`src/rtl/uphc_pkg.sv`:
```
// package for the usb pipe handshake control block
package uphc_pkg;

  // ****************************************
  // apb register map
  // ****************************************
  localparam logic [7:0] UPHC_CTRL_OFS   = 8'h00;
  localparam logic [7:0] UPHC_PERI_OFS   = 8'h04;
  localparam logic [7:0] UPHC_STAT_OFS   = 8'h08;
  localparam logic [7:0] UPHC_MAX_PACKET_SIZE_FIELD_OFS   = 8'h0c;

  // ctrl field positions
  localparam int UPHC_CTRL_ROLE  = 0;
  localparam int UPHC_CTRL_TYPE  = 1;
  localparam int UPHC_CTRL_DIR   = 3;
  localparam int UPHC_CTRL_RESP  = 4;
  localparam int UPHC_CTRL_ACLR  = 6;
  localparam int UPHC_CTRL_TCLR  = 7;
  localparam int UPHC_CTRL_BUS_ACTIVITY_ENABLE  = 8;
  localparam int UPHC_CTRL_DBUF  = 9;
  localparam int UPHC_CTRL_CONT  = 10;

  // status field positions
  localparam int UPHC_STAT_OVERRUN_FLAG  = 0;
  localparam int UPHC_STAT_IVAL  = 1;
  localparam int UPHC_STAT_MXOV  = 2;
  localparam int UPHC_STAT_CRC   = 3;
  localparam int UPHC_STAT_PING  = 4;

  // reset values and split max packet size limit
  localparam logic [31:0] UPHC_CTRL_RST = 32'h0000_0000;
  localparam logic [3:0]  UPHC_INTERVAL_EXPONENT_RST = 4'h0;
  localparam logic [10:0] UPHC_MAX_PACKET_SIZE_FIELD_RST = 11'h040;
  localparam logic [10:0] UPHC_SPLIT_MAX_PACKET_SIZE_FIELD_MAX = 11'h0bc;

  // ****************************************
  // enumerations
  // ****************************************
  typedef enum logic [1:0] {
    UPHC_RESP_NAK   = 2'h0,
    UPHC_RESP_BUF   = 2'h1,
    UPHC_RESP_STALL = 2'h2
  } uphc_resp_e;

  typedef enum logic [1:0] {
    UPHC_XT_BULK = 2'h0,
    UPHC_XT_INTR = 2'h1,
    UPHC_XT_ISO  = 2'h2
  } uphc_xfer_e;

  typedef enum logic [2:0] {
    UPHC_TK_NONE  = 3'h0,
    UPHC_TK_SETUP = 3'h1,
    UPHC_TK_IN    = 3'h2,
    UPHC_TK_OUT   = 3'h3,
    UPHC_TK_PING  = 3'h4
  } uphc_tok_e;

  typedef enum logic [2:0] {
    UPHC_HS_NONE  = 3'h0,
    UPHC_HS_ACK   = 3'h1,
    UPHC_HS_NAK   = 3'h2,
    UPHC_HS_STALL = 3'h3,
    UPHC_HS_NYET  = 3'h4,
    UPHC_HS_DATA  = 3'h5,
    UPHC_HS_ZLP   = 3'h6
  } uphc_hs_e;

  typedef enum logic [1:0] {
    UPHC_ST_PING = 2'b01,
    UPHC_ST_OUT  = 2'b10
  } uphc_host_e;

  // ****************************************
  // carriers
  // ****************************************
  typedef struct packed {
    uphc_tok_e   tok;
    logic        short_pkt;
    logic        pid_err;
    logic        crc_err;
    logic [10:0] len;
  } uphc_rx_s;

  typedef struct packed {
    logic        space_two;
    logic        space_one;
    logic        has_data;
  } uphc_buf_s;

  typedef struct packed {
    logic [31:0] ctrl;
    logic [3:0]  interval_exponent;
    logic [10:0] max_packet_size_field;
    logic [4:0]  stat;
    logic [31:0] prdata;
    logic        pready;
    logic        pslverr;
    uphc_host_e  hst;
    logic [15:0] icnt;
    logic        iv_seen;
    logic        iv_tick;
    uphc_hs_e    resp;
    logic        resp_v;
    uphc_tok_e   issue;
    logic        issue_v;
    logic        not_ready_interrupt;
  } uphc_state_s;

endpackage : uphc_pkg

```
`src/rtl/uphc_core.sv`:
```
// usb pipe handshake control: responses, ping sequencing, interval, iso errors
`timescale 1ns/100ps
`default_nettype none

module uphc_core import uphc_pkg::*; #(
  parameter int CNT_W = 16
) (
  // clock and reset
  input  wire logic        clk_i,
  input  wire logic        rst_i,
  // apb slave
  input  wire logic        psel_i,
  input  wire logic        penable_i,
  input  wire logic        pwrite_i,
  input  wire logic [7:0]  paddr_i,
  input  wire logic [31:0] pwdata_i,
  output logic [31:0]      prdata_o,
  output logic             pready_o,
  output logic             pslverr_o,
  // link events
  input  wire uphc_rx_s    rx_i,
  input  wire logic [2:0]  hs_rx_i,
  input  wire logic        sof_i,
  input  wire logic        bus_reset_i,
  input  wire uphc_buf_s   buf_i,
  // link answers
  output uphc_hs_e         resp_o,
  output logic             resp_v_o,
  output uphc_tok_e        issue_o,
  output logic             issue_v_o,
  output logic             not_ready_interrupt_o,
  output logic             interval_point_o
);

  initial begin
    if (CNT_W < 16 || CNT_W > 16) $error("CNT_W must be 16");
  end

  uphc_state_s q, d;

  logic        role_host;
  uphc_xfer_e  xt;
  logic        dir_in;
  uphc_resp_e  rsp;
  logic        apb_acc;
  logic [15:0] ilen;
  logic        fin_hs;

  // ****************************************
  // decode helpers
  // ****************************************
  function automatic logic [15:0] uphc_len(input logic [3:0] e);
    uphc_len = 16'h0001 << e;
  endfunction : uphc_len

  assign role_host = q.ctrl[UPHC_CTRL_ROLE];
  assign xt        = uphc_xfer_e'(q.ctrl[UPHC_CTRL_TYPE +: 2]);
  assign dir_in    = q.ctrl[UPHC_CTRL_DIR];
  assign rsp       = uphc_resp_e'(q.ctrl[UPHC_CTRL_RESP +: 2]);
  assign apb_acc   = psel_i && penable_i && !q.pready;
  assign ilen      = uphc_len(q.interval_exponent);
  assign fin_hs    = hs_rx_i != 3'h0;

  // ****************************************
  // next state
  // ****************************************
  always_comb begin
    d = q;
    d.pready  = apb_acc;
    d.pslverr = 1'b0;
    d.resp_v  = 1'b0;
    d.issue_v = 1'b0;
    d.iv_tick = 1'b0;
    d.not_ready_interrupt    = 1'b0;
    // apb access, one wait state
    if (apb_acc) begin
      if (pwrite_i) begin
        unique case (paddr_i)
          UPHC_CTRL_OFS: d.ctrl = {21'h0, pwdata_i[10:0]};
          UPHC_PERI_OFS: d.interval_exponent = pwdata_i[3:0];
          UPHC_MAX_PACKET_SIZE_FIELD_OFS: d.max_packet_size_field = pwdata_i[10:0];
          UPHC_STAT_OFS: d.stat = q.stat & ~pwdata_i[4:0];
          default:       d.pslverr = 1'b1;
        endcase
      end else begin
        unique case (paddr_i)
          UPHC_CTRL_OFS: d.prdata = q.ctrl;
          UPHC_PERI_OFS: d.prdata = {28'h0, q.interval_exponent};
          UPHC_MAX_PACKET_SIZE_FIELD_OFS: d.prdata = {21'h0, q.max_packet_size_field};
          UPHC_STAT_OFS: d.prdata = {27'h0, q.stat};
          default: begin
            d.prdata  = 32'h0;
            d.pslverr = 1'b1;
          end
        endcase
      end
    end
    d.stat[UPHC_STAT_PING] = (q.hst == UPHC_ST_PING);

    // interval counter, host timing and peripheral windows
    if (q.ctrl[UPHC_CTRL_ACLR]) begin
      d.icnt = 16'h0;
    end else if (sof_i && q.ctrl[UPHC_CTRL_BUS_ACTIVITY_ENABLE] && !bus_reset_i) begin
      if (q.icnt + 16'h1 >= ilen) begin
        d.icnt    = 16'h0;
        d.iv_tick = 1'b1;
        // close the interval frame: no in token seen is an interval error
        if (!role_host && xt == UPHC_XT_ISO && dir_in && !q.iv_seen) begin
          d.stat[UPHC_STAT_IVAL] = 1'b1;
          d.not_ready_interrupt = 1'b1;
        end
        d.iv_seen = 1'b0;
      end else begin
        d.icnt = q.icnt + 16'h1;
      end
    end

    // host token issue at interval point
    if (role_host && q.iv_tick && xt != UPHC_XT_BULK) begin
      if (xt == UPHC_XT_ISO) begin
        d.issue   = dir_in ? UPHC_TK_IN : UPHC_TK_OUT;
        d.issue_v = 1'b1;
        if ((dir_in && !buf_i.space_one) || (!dir_in && !buf_i.has_data)) begin
          d.stat[UPHC_STAT_OVERRUN_FLAG] = 1'b1;
          d.not_ready_interrupt = 1'b1;
        end
      end else if (rsp == UPHC_RESP_BUF
                   && (dir_in ? buf_i.space_one : buf_i.has_data)) begin
        d.issue   = dir_in ? UPHC_TK_IN : UPHC_TK_OUT;
        d.issue_v = 1'b1;
      end
    end

    // host bulk out ping sequencer
    if (role_host && xt == UPHC_XT_BULK && !dir_in && rsp == UPHC_RESP_BUF
        && buf_i.has_data && !fin_hs) begin
      d.issue   = (q.hst == UPHC_ST_PING) ? UPHC_TK_PING : UPHC_TK_OUT;
      d.issue_v = 1'b1;
    end
    if (role_host && xt == UPHC_XT_BULK && fin_hs) begin
      if (q.hst == UPHC_ST_PING && hs_rx_i == UPHC_HS_ACK) begin
        d.hst = UPHC_ST_OUT;
      end else if (hs_rx_i == UPHC_HS_NAK || hs_rx_i == UPHC_HS_NYET) begin
        d.hst = UPHC_ST_PING;
      end
    end
    // interrupt pipes: nyet counts as ack, nothing further to do
    if (q.ctrl[UPHC_CTRL_TCLR] || q.ctrl[UPHC_CTRL_ACLR]) begin
      d.hst = UPHC_ST_PING;
    end

    // peripheral responses
    if (!role_host && rx_i.tok != UPHC_TK_NONE) begin
      d.resp_v = 1'b1;
      d.resp   = UPHC_HS_NONE;
      if (xt == UPHC_XT_ISO) begin
        if (rx_i.pid_err) begin
          d.resp_v = 1'b0;
        end else if (rx_i.crc_err) begin
          d.resp_v = 1'b0;
          d.stat[UPHC_STAT_CRC] = 1'b1;
        end else if (rx_i.tok == UPHC_TK_IN) begin
          d.iv_seen = 1'b1;
          d.resp = buf_i.has_data ? UPHC_HS_DATA : UPHC_HS_ZLP;
          if (!buf_i.has_data) begin
            d.stat[UPHC_STAT_OVERRUN_FLAG] = 1'b1;
            d.not_ready_interrupt = 1'b1;
          end
        end else begin
          d.resp_v = 1'b0;
          if (!q.iv_tick) begin
            d.stat[UPHC_STAT_IVAL] = 1'b1;
            d.not_ready_interrupt = 1'b1;
          end
          if (rx_i.len > q.max_packet_size_field) begin
            d.stat[UPHC_STAT_MXOV] = 1'b1;
          end else if (!buf_i.space_one) begin
            d.stat[UPHC_STAT_OVERRUN_FLAG] = 1'b1;
            d.not_ready_interrupt = 1'b1;
          end
        end
      end else if (rx_i.tok == UPHC_TK_SETUP) begin
        d.resp = UPHC_HS_ACK;
      end else if (xt == UPHC_XT_INTR && rx_i.tok == UPHC_TK_PING) begin
        d.resp_v = 1'b0;
      end else if (rsp != UPHC_RESP_BUF) begin
        d.resp = (rsp == UPHC_RESP_STALL) ? UPHC_HS_STALL : UPHC_HS_NAK;
      end else if (rx_i.tok == UPHC_TK_IN) begin
        d.resp = buf_i.has_data ? UPHC_HS_DATA : UPHC_HS_NAK;
      end else if (buf_i.space_two) begin
        d.resp = UPHC_HS_ACK;
      end else if (buf_i.space_one) begin
        if (rx_i.tok == UPHC_TK_PING || rx_i.short_pkt || xt == UPHC_XT_INTR) begin
          d.resp = UPHC_HS_ACK;
        end else begin
          d.resp = UPHC_HS_NYET;
        end
      end else begin
        d.resp = UPHC_HS_NAK;
      end
    end
  end

  // ****************************************
  // state register
  // ****************************************
  always_ff @(posedge clk_i) begin
    if (rst_i) begin
      q         <= '0;
      q.ctrl    <= UPHC_CTRL_RST;
      q.interval_exponent    <= UPHC_INTERVAL_EXPONENT_RST;
      q.max_packet_size_field    <= UPHC_MAX_PACKET_SIZE_FIELD_RST;
      q.hst     <= UPHC_ST_PING;
      q.stat    <= 5'h10;
      q.resp    <= UPHC_HS_NONE;
      q.issue   <= UPHC_TK_NONE;
    end else begin
      q <= d;
    end
  end

  assign prdata_o              = q.prdata;
  assign pready_o              = q.pready;
  assign pslverr_o             = q.pslverr;
  assign resp_o                = q.resp;
  assign resp_v_o              = q.resp_v;
  assign issue_o               = q.issue;
  assign issue_v_o             = q.issue_v;
  assign not_ready_interrupt_o = q.not_ready_interrupt;
  assign interval_point_o      = q.iv_tick;
endmodule : uphc_core

`default_nettype wire

```
`config.mk`:
```
export PLATFORM = sky130hd
export DESIGN_NAME = uphc_core
export DESIGN_NICKNAME = d
export VERILOG_FILES = /design/src/rtl/uphc_pkg.sv /design/src/rtl/uphc_core.sv
export SDC_FILE = /design/constraint.sdc
export NUM_CORES = 1
export LEC_CHECK = 0
export BUFFER_PORTS_ARGS = -buffer_cell sky130_fd_sc_hd__buf_4
export CORE_MARGIN = 2
export CORE_UTILIZATION = 54
export CTS_CLUSTER_SIZE = 8
export DETAILED_ROUTE_END_ITERATION = 10
export GPL_TIMING_DRIVEN = 0
export PLACE_DENSITY = 0.81
export SLEW_MARGIN = 0
export SYNTH_ARGS = -nofsm -noshare
export SYNTH_HDL_FRONTEND = slang
export SYNTH_SLANG_ARGS = --single-unit
```
`constraint.sdc`:
```
create_clock -name clk_i -period 3.6 [get_ports clk_i]
set_input_delay 0.36 -clock clk_i [delete_from_list [all_inputs] [get_ports clk_i]]
set_output_delay 0.36 -clock clk_i [all_outputs]
set_load 0.03 [all_outputs]
```
* Yosys cells after proc, flatten, opt, wreduce, memory -nomap -nowiden
Index checks and enable logic that the tools add are counted.
Cells by class: $add $sub $neg 1, order comparisons 2, equal/unequal tests 15, shift operators 1, multiplexer cells 77, bitwise gates (word level) 6, reductions and logical operators 54
Operators by type and width (number):
- 11-bit case mux with 4 select lines | 1
- 1-bit two-way mux | 43
- 3-bit two-way mux | 13
- 36-bit two-way mux | 1
- 4-bit two-way mux | 9
- 32-bit two-way mux | 1
- 1-bit logical AND | 21
- 16-bit by 1-bit adder with 16-bit output, second input constant | 1
- 8-bit by 4-bit equality test with 1-bit output, second input constant | 2
- 16-bit >= comparator | 1
- 16-bit two-way mux | 1
- 1-bit by 4-bit << shifter with 16-bit output, first input constant | 1
- 2-bit two-way mux | 7
- 11-bit > comparator | 1
- 3-bit AND reduction | 3
- 3-bit nonzero test | 3
- 8-bit by 3-bit equality test with 1-bit output, second input constant | 1
- 1-bit zero test | 8
- 8-bit zero test | 1
- 2-bit OR reduction | 4
- 2-bit by 1-bit equality test with 1-bit output, second input constant | 3
- 3-bit by 1-bit equality test with 1-bit output, second input constant | 2
- 3-bit by 2-bit equality test with 1-bit output, second input constant | 2
- 3-bit equality test, second input constant | 2
- other kinds (12) | 24
Word-level totals: register bits 94, input bits 70, output and inout bits 44

* Longest topological paths before layout
depth after elaboration 19, depth in mapped cells 14, depth with buffers taken out 12

* Least setup slack after synthesis
Ideal clock, no wire load.
path type register -> register, start point register q[11] (netlist bit), end point register q[17] (netlist bit), setup time 0.117 ns, data arrival time 2.830 ns, required time 3.483 ns, slack 0.654 ns, cell stages (with the launch flop) 14, buffers on the path 1, period minus slack after synthesis 2.946 ns, cells stage by stage dfxtp_1 > ha_1 > nand3_1 > nor2_2 > nand3_1 > xnor2_1 > ha_1 > nand4_1 > or3_1 > o2111ai_1 > a21oi_2 > and2_1 > buf_2 > a22o_1
On the way: word-level cells in the longest chain between the ends 3
Ends and longest elaborated chain:
- from (decl) | line uphc_core.sv:39 | uphc_state_s q, d;
- 16-bit by 1-bit adder with 16-bit output (*) | line uphc_core.sv:104, uphc_core.sv:114
- 16-bit >= comparator | line uphc_core.sv:104 | if (q.icnt + 16'h1 >= ilen) begin
- 16-bit two-way mux (*) | line uphc_core.sv:104
Every way passes the cells marked *; elsewhere a longest branch is shown, timed or not. A chain may end at the register's enable or synchronous reset.

* Worst setup path in the final report
start point register q[13] (netlist bit), end point register q[17] (netlist bit)
Same word-level chain as after synthesis.

==> results.sh <==
export IMPL_min_period_ns=3.38
export IMPL_grt_pass1_vias=3961
export IMPL_status="completed"
export IMPL_p_per_area_nw_per_um2=322
export IMPL_wl_per_cell_um=15.0
export IMPL_rows=33
export IMPL_setup_viol_count_final=0
export IMPL_dieArea_um2=9030
export IMPL_fmax_mhz=296
export IMPL_layout_setup_ws_ns=0.220
export IMPL_vias=4291
export IMPL_syn2layout_area_growth_pct=21.9
export IMPL_cts_sinks=73
export IMPL_relSlewSlack_pct=60.4
export IMPL_rsz0062_at_grt="no"
export IMPL_worstPathCellList="and3_1 > and3_1 > buf_2 > nand2_1 > nor3_1 > xor2_1 > ha_1 > nand4_1 > a2111oi_2 > a21oi_4 > and2_1 > buf_2 > a22o_1"
export IMPL_rrSetupSlack_ns=0.22
export IMPL_reg2reg_depth=13
export IMPL_end_kind="flip-flop"
export IMPL_clk_latency_ns=0.35
export IMPL_clkPwrFrac_pct=43.2
export IMPL_gp_congestion=0.961
export IMPL_start_kind="flip-flop"
export IMPL_post_place_ws_ns=0.113
export IMPL_yosys_warnings=0
export IMPL_track_usage_pct=26.1
export IMPL_worst_path_stages=13
export IMPL_critPathRequiredTime_ns=3.85
export IMPL_final_nets=750
export IMPL_switching_share_pct=24.0
export IMPL_worst_slew_pin_slew_ns=0.592
export IMPL_post_drt_via_cell_ratio=5.63
export IMPL_slew_violations=0
export IMPL_layout_commonest_cell="buf_4"
export IMPL_drt_pre_antenna_iters=6
export IMPL_critPathSlowestCell="a2111oi_2"
export IMPL_leakage_nw=2.30
export IMPL_cts_tree="built"
export IMPL_cap_violations=0
export IMPL_fin_tns_setup_ns=0
export IMPL_yosysUniqueCellTypes=61
export IMPL_clock_skew_ns=0.0104
export IMPL_power_frac_comb_pct=10.6
export IMPL_crit_buf_inv=2
export IMPL_grt_max_degree=13
export IMPL_cts_path_max_buffers=2
export IMPL_overflow=0
export IMPL_cts_clk_slew_worst_paths_ns=0.08
export IMPL_syn_inst=554
export IMPL_synth_seq_cells=73
export IMPL_path_class="reg2reg"
export IMPL_yosysSeqAreaShare_pct=32.7
export IMPL_grt_first_pass_wirelength_um=18500
export IMPL_die_y_um=95.0
export IMPL_syn_avg_cell_area_um2=8.08
export IMPL_total_power_mw=1.76
export IMPL_hold_depth=3
export IMPL_final_cell_mix="buf_4, dfxtp_1, nand2_1"
export IMPL_cp_arrival_ns=3.63
export IMPL_p_int_mw=1.34
export IMPL_drt_iter0_markers=249
export IMPL_worstHoldPathType="in2reg"
export IMPL_layout_drive_gt1_share_pct=23.1
export IMPL_hold_viol=0
export IMPL_peakVddDrop_uv=188
export IMPL_syn_area_um2=4480
export IMPL_synth_edf_count=0
export IMPL_drt_total_wl_um=11400
export IMPL_io_pins=114
export IMPL_synth_ff_type="dfxtp_1"
export IMPL_synthArstFlopShare_pct=0
export IMPL_htreeDepth=3
export IMPL_num_antenna_cells=0
export IMPL_antenna_found_initial=0
export IMPL_io_buffers=67
export IMPL_p_sw_mw=0.422
export IMPL_dp_hpwl_um=8800
export IMPL_fill_cells=704
export IMPL_finalCritPeriodShare_pct=93.9
export IMPL_core_area_um2=8130
export IMPL_initial_core_util_pct=55.0
export IMPL_slowest_delay_ns=0.49
export IMPL_clockRootBuffer="clkbuf_8"
export IMPL_postRouteAntennaNets=0
export IMPL_p_seq_share_pct=46.2
export IMPL_fp_dieW_um=95.0
export IMPL_cts_made_buffers=9
export IMPL_worst_path_max_fanout=10
export IMPL_drc=0
export IMPL_crit_family="simple AND/OR/NAND/NOR gates"
[kinds of logic after synthesis]
| kind of cell | Yosys count | share of synthesized area [%] |
|---|---|---|
| adder cells (fa/ha/maj) | 28 | 7.83 |
| XOR/XNOR | 16 | 3.13 |
| buffers and inverters | 89 | 10.9 |
| other | 1 | 0.0838 |
| AND/OR/NAND/NOR | 221 | 24.5 |
| multiplexers | 10 | 3.41 |
| flip-flops | 73 | 32.7 |
| AO/OA/AOI/OAI | 116 | 17.5 |
[cell usage after synthesis (all sizes together) (3+ instances only)]
master,count,share of area [%]
nor2,53,4.6
and2,3,0.42
o31ai,3,0.50
inv,19,1.6
a2111oi,3,0.62
clkbuf,23,1.9
a22oi,11,1.8
a21oi,44,5.0
nor2b,10,1.4
nand2,59,4.9
nand3,43,4.8
and3,3,0.42
o21a,3,0.50
ha,28,7.8
a211oi,4,0.67
mux2i,4,0.89
buf,47,7.4
nor3,15,1.9
or2,4,0.56
a221oi,3,0.59
nand2b,5,0.70
dfxtp,73,33
mux4,4,2.0
nand4,10,1.4
xor2,5,0.98
a31o,5,0.98
o21ai,9,1.0
a22o,18,3.5
xnor2,11,2.2
nand3b,4,0.67
[routing by layer]
layer	routed length [um]	part of all wire [%]	GRT usage [%]	up-vias
met5	0	0	0	-
met4	231	2.0	11.0	0
met3	748	6.6	3.56	18
met2	5590	49	45.1	155
met1	4830	42	32.7	2014
li1	-	-	-	2104
[worst min-delay path, stage by stage]
cell     delay, ns
buf_4         0.11
nand3_1       0.06
a21oi_1       0.05
[worst paths after layout]
path	from	endpoint
worst max-delay path	q[13]	q[17]
worst min register to register	issue_o[2]	issue_o[2]
worst max register to register	q[13]	q[17]
worst min-delay path	pwdata_i[7]	q[90]
[final cells by class]
type | count | area [um2] | area share [%]
Tap cell | 105 | 131 | 2.41
Buffer | 70 | 418 | 7.66
Inverter | 19 | 71.3 | 1.31
Timing Repair Buffer | 67 | 503 | 9.22
Clock buffer | 12 | 165 | 3.03
Clock inverter | 4 | 73.8 | 1.35
Multi-Input combinational cell | 412 | 2630 | 48.2
Sequential cell | 73 | 1460 | 26.8
[flip-flops by register name, indices dropped and copies added (netlist names)]
name / flops
pready_o: 1
resp_v_o: 1
issue_o: 3
resp_o: 3
q: 49
prdata_o: 11
issue_v_o: 1
pslverr_o: 1
not_ready_interrupt_o: 1
dir_in: 1
interval_point_o: 1
[metrics by stage]
stage	std cells	utilization (%)	hold WS (ns)	cell area (um2)
finish	762	67.1	0.280	5460
global route	762	67.1	0.281	5460
CTS	762	66.7	0.272	5420
detailed placement	746	63.7	0.452	5180
global placement	746	63.7	0.444	5180
floorplan	574	-	0.433	4550
[repair_timing]
item / CTS / global route
hold buffers: 0 / 0
endpoints found under the setup margin: 0 / 19
buffers inserted: 0 / 0
gates resized for setup: 0 / 7
[power groups by stage]
stage / Sequential [mW] / Clock [mW] / Combinational, mW
finish: 0.812 / 0.760 / 0.187
global route: 0.812 / 0.796 / 0.202
CTS: 0.812 / 0.757 / 0.186
detailed placement: 0.831 / 0 / 0.185
global placement: 0.831 / 0 / 0.181
floorplan: 0.834 / 0 / 0.111
(Power assumes the default switching activity.)
